### src/rtl/fcr_pkg.sv
// Purpose: Shared constants and types for the flow control enable resolver
// Assumes: Three switch ports, port 0 faces the virtual PHY
// Notes:   Pause counter counts slot quanta supplied by the MAC

package fcr_pkg;

	// ---------------------------------------------------------------
	// Port layout
	// ---------------------------------------------------------------
	localparam int FCR_NUM_PORTS = 3;
	localparam int FCR_VPHY_PORT = 0;
	localparam int FCR_PHY1_PORT = 1;
	localparam int FCR_PHY2_PORT = 2;

	// ---------------------------------------------------------------
	// Widths and reset values
	// ---------------------------------------------------------------
	localparam int          FCR_QUANTA_W   = 16;
	localparam logic [15:0] FCR_QUANTA_RST = 16'h0000;
	localparam logic [15:0] FCR_QUANTA_ONE = 16'h0001;
	localparam logic        FCR_EN_RST     = 1'b0;

	// ---------------------------------------------------------------
	// Types
	// ---------------------------------------------------------------
	// Manual flow control settings of one port
	typedef struct packed {
		logic flow_ctrl_override;
		logic backpressure_enable;
		logic manual_tx_pause_enable;
		logic manual_rx_pause_enable;
	} fcr_manual_t;

	// Duplex and negotiation state of one port
	typedef struct packed {
		logic an_enable;
		logic an_complete;
		logic partner_an_able;
		logic full_duplex;
	} fcr_link_t;

	// Pause and asymmetric pause ability bits
	typedef struct packed {
		logic pause;
		logic asym_pause;
	} fcr_pause_adv_t;

	// The two resolved enables
	typedef struct packed {
		logic rx_en;
		logic tx_en;
	} fcr_fc_en_t;

endpackage

### src/rtl/fcr_port_resolve.sv
// Purpose: Combinational flow control enable resolution for one port
// Assumes: Local and partner bits already mapped for the port type
// Notes:   Result is registered by the caller

`timescale 1ns/1ps

module fcr_port_resolve (
	// Settings and link state
	input  fcr_pkg::fcr_manual_t    man_in,
	input  fcr_pkg::fcr_link_t      link_in,
	// Negotiated ability bits
	input  fcr_pkg::fcr_pause_adv_t local_in,
	input  fcr_pkg::fcr_pause_adv_t partner_in,
	// Resolved enables
	output fcr_pkg::fcr_fc_en_t     en_out
);
	import fcr_pkg::*;

	logic negotiating;
	logic auto_mode;
	logic half_mode;

	// Mode decode
	always_comb begin
		auto_mode   = link_in.an_enable && !man_in.flow_ctrl_override;
		negotiating = auto_mode && !link_in.an_complete;
		// Parallel detect forces half duplex
		half_mode   = !link_in.full_duplex ||
			(auto_mode && !link_in.partner_an_able);
	end

	// Enable resolution in priority order
	always_comb begin
		en_out = '0;
		if (negotiating) begin
			en_out = '0;
		end else if (half_mode) begin
			en_out.tx_en = man_in.backpressure_enable;
			en_out.rx_en = 1'b0;
		end else if (!auto_mode) begin
			en_out.tx_en = man_in.manual_tx_pause_enable;
			en_out.rx_en = man_in.manual_rx_pause_enable;
		end else begin
			if (local_in.pause && partner_in.pause) begin
				en_out = '{rx_en: 1'b1, tx_en: 1'b1};
			end else if (!local_in.pause && local_in.asym_pause &&
				partner_in.pause && partner_in.asym_pause) begin
				en_out = '{rx_en: 1'b0, tx_en: 1'b1};
			end else if (local_in.pause && local_in.asym_pause &&
				!partner_in.pause && partner_in.asym_pause) begin
				en_out = '{rx_en: 1'b1, tx_en: 1'b0};
			end else begin
				en_out = '0;
			end
		end
	end

endmodule

### src/rtl/fcr_flow_ctrl_resolver.sv
// Purpose: Flow control enables and pause gating for three switch ports
// Assumes: All inputs come from logic on the switch clock
// Notes:   Advertisement inputs are only read, never written back
//
// Function
// - Each port gets separate transmit and receive enables
// - Transmit enable permits back pressure or pause
// - Receive enable decides if pause stops transmit
// - Half duplex transmit enable follows back pressure
// - Half duplex receive enable is always zero
// - Manual or no negotiation uses manual bits
// - Negotiated full duplex resolves from ability bits
// - Negotiation in progress forces both enables low
// - Parallel detect gives half duplex behaviour
// - Both pause bits set enables both
// - Asymmetric toward partner enables transmit only
// - Asymmetric from partner enables receive only
// - Any other combination disables both
// - Manual bits never alter advertisement bits
// - Internal PHY ports use own register bits
// - Virtual PHY port swaps local and partner
// - Accepted pause frame loads counter, holds transmit

`timescale 1ns/1ps

module fcr_flow_ctrl_resolver (
	// Clock and reset
	input  logic                        clk_sys_in,
	input  logic                        rst_n_in,
	// Manual flow control settings per port
	input  fcr_pkg::fcr_manual_t        port0_external_manual_flow_ctrl_in,
	input  fcr_pkg::fcr_manual_t        port1_manual_flow_ctrl_in,
	input  fcr_pkg::fcr_manual_t        port2_manual_flow_ctrl_in,
	// Duplex and negotiation state per port
	input  fcr_pkg::fcr_link_t [2:0]    link_state_in,
	// Advertisement and partner ability bits
	input  fcr_pkg::fcr_pause_adv_t     port1_phy_negotiation_advert_in,
	input  fcr_pkg::fcr_pause_adv_t     port1_phy_partner_ability_in,
	input  fcr_pkg::fcr_pause_adv_t     port2_phy_negotiation_advert_in,
	input  fcr_pkg::fcr_pause_adv_t     port2_phy_partner_ability_in,
	input  fcr_pkg::fcr_pause_adv_t     virtual_phy_negotiation_advert_in,
	input  fcr_pkg::fcr_pause_adv_t     virtual_phy_partner_ability_in,
	// MAC pause frame and timing events
	input  logic [2:0]                  pause_frame_valid_in,
	input  logic [2:0][15:0]            pause_quanta_in,
	input  logic [2:0]                  slot_tick_in,
	input  logic [2:0]                  mac_tx_busy_in,
	// MAC flow control requests
	input  logic [2:0]                  bp_request_in,
	input  logic [2:0]                  pause_request_in,
	// Resolved enables
	output logic [2:0]                  tx_flow_ctrl_en_out,
	output logic [2:0]                  rx_flow_ctrl_en_out,
	// Gated flow control actions
	output logic [2:0]                  backpressure_assert_out,
	output logic [2:0]                  pause_send_out,
	output logic [2:0]                  tx_xoff_out,
	output logic [2:0][15:0]            pause_count_out
);
	import fcr_pkg::*;

	// ---------------------------------------------------------------
	// Input mapping
	// ---------------------------------------------------------------
	fcr_manual_t    [2:0] man;
	fcr_pause_adv_t [2:0] local_bits;
	fcr_pause_adv_t [2:0] partner_bits;
	fcr_fc_en_t     [2:0] resolved;

	// Per port source selection; advertisement bits are only read
	always_comb begin
		man[FCR_VPHY_PORT] = port0_external_manual_flow_ctrl_in;
		man[FCR_PHY1_PORT] = port1_manual_flow_ctrl_in;
		man[FCR_PHY2_PORT] = port2_manual_flow_ctrl_in;
		local_bits[FCR_PHY1_PORT]   = port1_phy_negotiation_advert_in;
		partner_bits[FCR_PHY1_PORT] = port1_phy_partner_ability_in;
		local_bits[FCR_PHY2_PORT]   = port2_phy_negotiation_advert_in;
		partner_bits[FCR_PHY2_PORT] = port2_phy_partner_ability_in;
		local_bits[FCR_VPHY_PORT]   = virtual_phy_partner_ability_in;
		partner_bits[FCR_VPHY_PORT] = virtual_phy_negotiation_advert_in;
	end

	// ---------------------------------------------------------------
	// Per port resolution
	// ---------------------------------------------------------------
	genvar gp;
	generate
		for (gp = 0; gp < FCR_NUM_PORTS; gp++) begin : g_res
			fcr_port_resolve u_res (
				.man_in     (man[gp]),
				.link_in    (link_state_in[gp]),
				.local_in   (local_bits[gp]),
				.partner_in (partner_bits[gp]),
				.en_out     (resolved[gp])
			);
		end
	endgenerate

	// ---------------------------------------------------------------
	// Enable registers
	// ---------------------------------------------------------------
	logic [2:0] tx_en_reg;
	logic [2:0] tx_en_next;
	logic [2:0] rx_en_reg;
	logic [2:0] rx_en_next;

	// Next enables from the resolvers
	always_comb begin
		for (int p = 0; p < FCR_NUM_PORTS; p++) begin
			tx_en_next[p] = resolved[p].tx_en;
			rx_en_next[p] = resolved[p].rx_en;
		end
	end

	always_ff @(posedge clk_sys_in) begin
		if (!rst_n_in) begin
			tx_en_reg <= {3{FCR_EN_RST}};
			rx_en_reg <= {3{FCR_EN_RST}};
		end else begin
			tx_en_reg <= tx_en_next;
			rx_en_reg <= rx_en_next;
		end
	end

	assign tx_flow_ctrl_en_out = tx_en_reg;
	assign rx_flow_ctrl_en_out = rx_en_reg;

	// ---------------------------------------------------------------
	// Transmit flow control gating
	// ---------------------------------------------------------------
	// Back pressure or pause
	always_comb begin
		for (int p = 0; p < FCR_NUM_PORTS; p++) begin
			backpressure_assert_out[p] = tx_en_reg[p] &&
				!link_state_in[p].full_duplex && bp_request_in[p];
			pause_send_out[p] = tx_en_reg[p] &&
				link_state_in[p].full_duplex && pause_request_in[p];
		end
	end

	// ---------------------------------------------------------------
	// Pause counters
	// ---------------------------------------------------------------
	logic [2:0][15:0] cnt_reg;
	logic [2:0][15:0] cnt_next;

	// Load on accepted frame, count down between transmissions
	always_comb begin
		for (int p = 0; p < FCR_NUM_PORTS; p++) begin
			cnt_next[p] = cnt_reg[p];
			if (pause_frame_valid_in[p] && rx_en_reg[p]) begin
				cnt_next[p] = pause_quanta_in[p];
			end else if (!rx_en_reg[p]) begin
				cnt_next[p] = FCR_QUANTA_RST;
			end else if (slot_tick_in[p] && !mac_tx_busy_in[p] &&
				cnt_reg[p] != FCR_QUANTA_RST) begin
				cnt_next[p] = cnt_reg[p] - FCR_QUANTA_ONE;
			end
		end
	end

	// Counter registers
	always_ff @(posedge clk_sys_in) begin
		if (!rst_n_in) begin
			cnt_reg <= '0;
		end else begin
			cnt_reg <= cnt_next;
		end
	end

	always_comb begin
		for (int p = 0; p < FCR_NUM_PORTS; p++) begin
			tx_xoff_out[p] = (cnt_reg[p] != FCR_QUANTA_RST);
		end
	end

	assign pause_count_out = cnt_reg;

	generate
		for (gp = 0; gp < FCR_NUM_PORTS; gp++) begin : g_chk
			logic busy;
			logic neg_full;
			fcr_pause_adv_t lb;
			fcr_pause_adv_t pb;
			assign busy = !man[gp].flow_ctrl_override &&
				link_state_in[gp].an_enable &&
				!link_state_in[gp].an_complete;
			assign neg_full = !man[gp].flow_ctrl_override &&
				link_state_in[gp].an_enable &&
				link_state_in[gp].an_complete &&
				link_state_in[gp].partner_an_able &&
				link_state_in[gp].full_duplex;
			assign lb = local_bits[gp];
			assign pb = partner_bits[gp];

		end
	endgenerate
endmodule

### config.mk
export PLATFORM = sky130hd
export DESIGN_NAME = fcr_flow_ctrl_resolver
export DESIGN_NICKNAME = d
export VERILOG_FILES = /design/src/rtl/fcr_pkg.sv /design/src/rtl/fcr_port_resolve.sv /design/src/rtl/fcr_flow_ctrl_resolver.sv
export SDC_FILE = /design/constraint.sdc
export NUM_CORES = 1
export LEC_CHECK = 0
export ABC_AREA = 1
export BUFFER_PORTS_ARGS = -buffer_cell sky130_fd_sc_hd__buf_2
export CORE_MARGIN = 3
export CORE_UTILIZATION = 50
export CTS_CLUSTER_DIAMETER = 120
export DETAILED_ROUTE_END_ITERATION = 6
export PLACE_DENSITY = 0.82
export SKIP_LAST_GASP = 1
export SLEW_MARGIN = 20
export SYNTH_ARGS = -nofsm -noshare
export SYNTH_HDL_FRONTEND = slang
export SYNTH_SLANG_ARGS = --single-unit
### constraint.sdc
create_clock -name clk_sys_in -period 3.3 [get_ports clk_sys_in]
set_input_delay 0 -clock clk_sys_in [delete_from_list [all_inputs] [get_ports clk_sys_in]]
set_output_delay 0 -clock clk_sys_in [all_outputs]
set_load 0.1 [all_outputs]
==> key figures, run 1 <==
Layout
  • Final nets: 1006
  • Non-Filler Instances: between 1000 and 1500
  • Area delta synth->final: 28.5%
  • Leading cell types in the layout, fill and taps excluded: nand2_1 (211), nor2_1 (171), buf_2 (163)
  • Commonest non-fill, non-tap cell in the layout: nand2_1
  • Fillers: 769
  • # diodes: 0
  • Ratio of cells with drive above 1 in the final layout: 21.7%

Setup path
  • CP cell instances: inv_1 > ha_1 > nand2_2 > nor2_4 > nand2_1 > nand2_2 > nand2_2 > clkinv_1 > nor2_1 > nor2_1
  • Critical path's most frequent cell: nand2_2
  • CP delay by family, top: simple AND/OR/NAND/NOR gates
  • WP buf/inv: 2
  • Crit Path Class: reg2reg
  • Worst EP required: between 3000 and 4000 ps
  • CP arrival: approximately 2300 ps
  • Worst Setup End Kind: flip-flop
  • Crit start category: flip-flop
  • CP max stage delay: about 380 ps
  • Max FO, Critical Path: 22
  • Slowest CP cell: dfxtp_1

Floorplan
  • Die area: 0.00923 mm²
  • Die Y: 96.1 µm
  • Ports: ~160
  • Core ar.: ~0.0078 mm²
  • Initial Utilization: 51.9%
  • Die Wd: between 90 and 100 µm
  • Row count: 32

CTS
  • Clk sinks: 54
  • Root Driver: clkbuf_8
  • TritonCTS Buffers: 5
  • Setup Fix Bufs, Post-CTS: 0
  • CTS tree: built
  • Clock tree buffer depth: 2
  • Skew-Pair Late Insertion Delay: around 310 ps
  • Max H-tree Level: 2
  • Clock slew at reported path FFs: roughly 110 ps

STA
  • Worst slew margin: 38.7%
  • Slew @ Worst Pin: approximately 900 ps
  • Max Slew Vio Count: 0
  • Final Cycle Share: between 60% and 70%
  • Worst clock skew: approximately 16 ps
  • # setup viols final: 0
  • Maximum achievable frequency: ~490 MHz
  • RSZ-0062 raised after global routing: no
  • Final hold viol count: 0
  • Setup_tns: 0 ps
  • Setup WS post-layout: ~1200 ps
  • Fin crit period: 2050 ps

Outcome
  • Status: completed

Synth
  • Library cells used by synthesis: 28
  • Post-synthesis cell area: 0.00406 mm²
  • Syn Inst Count: between 700 and 800
  • Synthesized Nets: between 800 and 900
  • Yosys reg bits: 54
  • Avg Inst Size Synth: around 5.6 µm²
  • Synth warnings: 0
  • Register area share after synthesis: a little over a quarter

Place
  • DP Cell Count: approximately 1000
  • DP Worst Slack: 1290 ps
  • PortBufs: between 150 and 200
  • DP Wirelength: a little under 9000 µm
  • Final Wtd Congestion: 0.968

Power
  • Power density cells: approximately 400 mW/mm²
  • Peak supply drop: approximately 0.24 mV
  • Leakage: around 3.0 nW

Drt
  • 1st-iter DRT viols: approximately 220
  • Remaining antenna violation count: 0
  • Final WL: ~12000 µm
  • Residual DRC: 0
  • Via/cell ratio: about 5
  • Via count: 5125
  • Drt wl/cell: ~12 µm
  • Total iterations of the first detailed-routing run: 5

GRT
  • Largest net degree at the start of global routing: 52
  • Initial antenna violation count: 0
  • Vias in the first global route: 4691
  • Total grt overflow: 0
  • Tot GR Track Use: between 20% and 30%
  • Global-route wire length before repair: just under 20000 µm

Worst hold path
  • Hold crit path type: in2reg

Job
  • Max-cap violation count: 0
==> path summary, 6_finish.rpt <==
kind | from | cells after the start | slack [ps] | endpoint
worst max-delay path | pause_count_out[32]$_SDFFE_PN0P_ | 10 | 1250 | pause_count_out[33]$_SDFFE_PN0P_
worst min register to register | pause_count_out[0]$_SDFFE_PN0P_ | 2 | 570 | pause_count_out[0]$_SDFFE_PN0P_
worst min-delay path | pause_quanta_in[13] | 5 | 0.5 | pause_count_out[13]$_SDFFE_PN0P_
worst max register to register | pause_count_out[32]$_SDFFE_PN0P_ | 10 | 1250 | pause_count_out[33]$_SDFFE_PN0P_
==> per-stage QoR <==
step | area, µm² | hold slack, ps | total power (W) | utilization, %
2_1_floorplan | 4060 | 140 | 0.00135 | -
3_3_place_gp | 4910 | 234 | 0.00150 | 62.9
3_5_place_dp | 4910 | 252 | 0.00152 | 62.9
4_1_cts | 5210 | 2.08 | 0.00208 | 66.7
5_1_grt | 5210 | 8.54 | 0.00220 | 66.7
6_report | 5210 | 0.490 | 0.00208 | 66.7
==> cell families after synthesis <==
group | after synthesis | share of synthesized area, %
AND/OR/NAND/NOR | 474 | 49.1
adder cells (fa/ha/maj) | 3 | 0.926
buffers and inverters | 104 | 10.9
flip-flops | 54 | 26.7
AO/OA/AOI/OAI | 88 | 11.0
XOR/XNOR | 7 | 1.51
==> Yosys cell counts, drive strengths merged <==
library cell / instances / area, µm²
nand2: 222 / 881
nor3b: 2 / 15.0
nand3b: 3 / 22.5
nand3: 56 / 300
o21bai: 2 / 15.0
buf: 11 / 91.3
nand4: 2 / 12.5
dfxtp: 54 / 1080
inv: 85 / 319
clkbuf: 6 / 22.5
nor2: 177 / 694
xnor2: 3 / 26.3
xor2: 4 / 35.0
and3: 3 / 18.8
ha: 3 / 37.5
nor3: 9 / 45.0
o21ai: 63 / 315
clkinv: 2 / 7.51
a21oi: 23 / 115
==> layout make-up <==
type                       instances  area [µm²]  area share [%]
sequential                        54        1080            20.7
clock buffer                       6        82.6            1.59
timing repair buffer             182         998            19.2
inverter                          87         327            6.27
clock inverter                     2        60.1            1.15
tap                              102         128            2.45
multi-input combinational        572        2530            48.6
==> where the power goes <==
part           internal, W  switching (W)  total [W]
clock             0.000324       0.000232   0.000556
combinational     0.000228       0.000590   0.000819
sequential        0.000677      0.0000334   0.000710
==> registers in the layout, summed over array words and instances (netlist names) <==
signal,flops
tx_flow_ctrl_en_out,3
pause_count_out,48
rx_flow_ctrl_en_out,3
==> timing repair <==
item / 4_1_cts / 5_1_grt
hold buffers: 16 / 0
hold endpoints to repair: 13 / 0
resized for setup: 0 / 0
setup endpoints to repair: 0 / 0
==> worst register-to-register path, delay by kind of cell (launching register included) <==
family	cells	cell delay (ps)
fa+ha+maj	1	250
buf+inv	2	430
flops	1	380
simple gates	7	890
==> per-layer routing <==
layer,routed length [µm],track usage [%],share of wire (%),vias up
met5,0,0,0,-
met4,215,8.29,1.8,0
met3,999,5.00,8.2,23
met2,6050,46.5,50,229
met1,4870,31.5,40,2259
li1,-,-,-,2614
Note: power is estimated with default switching activity, not from simulation.
==> inputs of run 2 (changes only) <==
--- a/config.mk
+++ b/config.mk
@@ -8,10 +8,10 @@
 export ABC_AREA = 1
 export BUFFER_PORTS_ARGS = -buffer_cell sky130_fd_sc_hd__buf_2
 export CORE_MARGIN = 3
-export CORE_UTILIZATION = 50
+export CORE_UTILIZATION = 49
 export CTS_CLUSTER_DIAMETER = 120
 export DETAILED_ROUTE_END_ITERATION = 6
-export PLACE_DENSITY = 0.82
+export PLACE_DENSITY = 0.81
 export SKIP_LAST_GASP = 1
 export SLEW_MARGIN = 20
 export SYNTH_ARGS = -nofsm -noshare
==> constraint.sdc (replaced) <==
create_clock -name clk_sys_in -period 2.05 [get_ports clk_sys_in]
set_input_delay 0 -clock clk_sys_in [delete_from_list [all_inputs] [get_ports clk_sys_in]]
set_output_delay 0 -clock clk_sys_in [all_outputs]
set_load 0.1 [all_outputs]
==> run 2 against run 1 <==
Net effect: the run now ends with hold timing left; first-iteration DRC count down 12%; count of clock-buffer cells in the layout unchanged; non-clock buffer count up 3; power up 48%; combinational power up 61%; sequential cell count unchanged; critical path type is now reg2out; largest power group unchanged.
==> key figures, run 2 (same netlist as run 1, synthesis figures left out) <==
Outcome
  • Failing checks: hold timing
  • Status: finished, violations left

GRT
  • Vias in the first global route: 4768 (+1.6%)
  • Total grt overflow: 0 (unchanged)
  • Tot GR Track Use: 25.1% (-1.0 points)
  • Initial antenna violation count: 0 (unchanged)
  • Largest net degree at the start of global routing: 33 (-37%)
  • Global-route wire length before repair: 20500 µm (+3.9%)

CTS
  • Root Driver: clkbuf_8
  • TritonCTS Buffers: 5 (unchanged)
  • Setup Fix Bufs, Post-CTS: 0 (unchanged)
  • Clock slew at reported path FFs: 110 ps (about the same)
  • Clock tree buffer depth: 2 (unchanged)
  • Max H-tree Level: 2 (unchanged)
  • Skew-Pair Late Insertion Delay: 310 ps (about the same)
  • CTS tree: built
  • Clk sinks: 54 (unchanged)

Drt
  • Residual DRC: 0 (unchanged)
  • Via/cell ratio: 5.11 (+0.29%)
  • Remaining antenna violation count: 0 (unchanged)
  • Final WL: 12300 µm (+1.5%)
  • Drt wl/cell: 12.2 µm (+1.1%)
  • 1st-iter DRT viols: 189 (-12%)
  • Via count: 5155 (+0.59%)
  • Total iterations of the first detailed-routing run: 5 (unchanged)

Power
  • Power density cells: 592 mW/mm² (+48%)
  • Sw Ratio: 44.7% (+3.7 points)
  • Comb pwr share: 42.9% (+3.6 points)
  • Psw: 0.00138 W (+61%)
  • Peak supply drop: 0.324 mV (+37%)
  • Leakage: 2.99 nW (-0.29%)
  • Internal power: 0.00170 W (+39%)
  • Flop pwr share: 37.2% (+3.1 points)
  • Clock power share: 19.9% (-6.8 points)

Setup path
  • Worst reg2reg path depth: 10 (unchanged)
  • Worst EP required: 2050 ps (-1460 ps)
  • Crit Path Class: reg2out
  • Crit start category: flip-flop
  • Max FO, Critical Path: 4 (-82%)
  • Worst Setup End Kind: output pin
  • FF-to-FF End: pause_count_out[35]$_SDFFE_PN0P_
  • R2R Setup Slk: 240 ps (-1010 ps)
  • Worst r2r src: pause_count_out[32]$_SDFFE_PN0P_
  • CP arrival: 1820 ps (-440 ps)

Layout
  • # diodes: 0 (unchanged)
  • Fillers: 725 (-5.7%)
  • Fin area: 0.00520 mm² (-0.14%)
  • Leading cell types in the layout, fill and taps excluded: nand2_1 (211), nor2_1 (168), buf_2 (163)
  • Ratio of cells with drive above 1 in the final layout: 24.2% (+2.5 points)
  • Area delta synth->final: 28.3%
  • Max reg flops: 48 (unchanged)
  • Final nets: 1009 (+0.30%)
  • Commonest non-fill, non-tap cell in the layout: nand2_1

Worst hold path
  • Hold Crit Start: pause_quanta_in[30]
  • Hold Crit Depth: 5 (unchanged)
  • Hold endpoint: pause_count_out[30]$_SDFFE_PN0P_
  • Hold crit path type: in2reg

Floorplan
  • Die area: 0.00940 mm² (+1.9%)
  • Die Y: 97.0 µm (+0.95%)
  • Core ar.: 0.00789 mm² (+1.0%)
  • Ports: 164 (unchanged)
  • Die Wd: 97.0 µm (+0.95%)
  • Row count: 32 (unchanged)
  • Initial Utilization: 51.4% (-0.53 points)

STA
  • Setup WS post-layout: 230 ps (-1020 ps)
  • Worst slew margin: 64.7% (+26 points)
  • Max Slew Vio Count: 0 (unchanged)
  • Maximum achievable frequency: around 550 MHz
  • Hold_ws: -6.38 ps (-6.87 ps)
  • Fin crit period: about 1800 ps
  • RSZ-0062 raised after global routing: no
  • # setup viols final: 0 (unchanged)
  • Final Cycle Share: 88.8%
  • Worst clock skew: 20.4 ps (+4.60 ps)
  • Final hold viol count: 2 (+2)
  • Slew @ Worst Pin: 529 ps (-390 ps)

Job
  • Max-cap violation count: 0 (unchanged)

Place
  • Placed Area: 0.00497 mm² (+1.2%)
  • PortBufs: 163 (unchanged)
  • DP Worst Slack: 247 ps (-1050 ps)
  • DP Wirelength: 9220 µm (+4.1%)
  • Final Wtd Congestion: 0.915 (-5.5%)
[run 2: changes by cell type in the layout (fill, tap and decap cells not counted)]
cell	change
dfxtp_1	-17
dfxtp_2	+17
buf_4	+4
nor2_1	-3
nor2_2	+3
bufinv_16	-2
clkbuf_1	+1
clkbuf_8	-1
clkinv_2	+1
clkinv_4	+1
dlygate4sd3_1	-1
[run 2: metrics by stage]
step	power [W]	utilization (%)	setup TNS [ps]	hold slack, ps	instances
after floorplan	0.00218	-	-159	140	730
after global placement	0.00243	63.0	0	234	985
after detailed placement	0.00246	63.0	0	242	985
after CTS	0.00308	66.0	0	0.481	1008
after global routing	0.00326	66.0	0	9.64	1008
final	0.00308	66.0	0	-6.38	1008
[run 2: worst max-delay path by stage]
| stage | endpoint | slack [ps] | depth (start not counted) | from |
|---|---|---|---|---|
| after floorplan | tx_xoff_out[0] | -160 | 6 | pause_count_out[4]$_SDFFE_PN0P_ |
| after global placement | pause_count_out[39]$_SDFFE_PN0P_ | 310 | 10 | pause_count_out[32]$_SDFFE_PN0P_ |
| after detailed placement | pause_count_out[35]$_SDFFE_PN0P_ | 250 | 10 | pause_count_out[32]$_SDFFE_PN0P_ |
| after CTS | tx_xoff_out[0] | 220 | 8 | pause_count_out[0]$_SDFFE_PN0P_ |
| after global routing | pause_count_out[39]$_SDFFE_PN0P_ | 20 | 10 | pause_count_out[32]$_SDFFE_PN0P_ |
| final | tx_xoff_out[0] | 230 | 8 | pause_count_out[0]$_SDFFE_PN0P_ |
[run 2: critical path, stage by stage (launching register included)]
cell	delay (ps)
dfxtp_2	340
inv_1	70
ha_1	220
nand2_2	120
nor2_4	150
inv_1	70
nor3_1	150
nand3b_1	110
buf_2	300
[run 2: area by class of cell]
type                            count  area (µm²)  share of cell area [%]
Clock buffer                        6        72.6                    1.39
Multi-Input combinational cell    572        2540                    48.8
Timing Repair Buffer              185        1020                    19.6
Sequential cell                    54        1100                    21.2
Tap cell                          102         128                    2.45
Inverter                           87         327                    6.28
Clock inverter                      2        13.8                   0.265
[run 2: routing by layer]
layer	part of all wire (%)	up-vias	GRT usage, %
met5	0	-	0
met1	40	2305	29.9
met4	2.0	0	7.56
met2	50	204	45.9
li1	-	2623	-
met3	7.6	23	4.11
[run 2: what timing repair did]
item / 4_1_cts / 5_1_grt
gates resized for setup: 0 / 0
endpoints found under the setup margin: 0 / 0
hold endpoints to repair: 14 / 0
hold buffers: 15 / 0
[run 2: power by group through the flow]
stage | clock network, W | registers (W) | logic [W]
after floorplan | 0 | 0.00145 | 0.000730
after global placement | 0 | 0.00117 | 0.00126
after detailed placement | 0 | 0.00117 | 0.00129
after CTS | 0.000621 | 0.00114 | 0.00131
after global routing | 0.000668 | 0.00115 | 0.00144
final | 0.000614 | 0.00115 | 0.00132
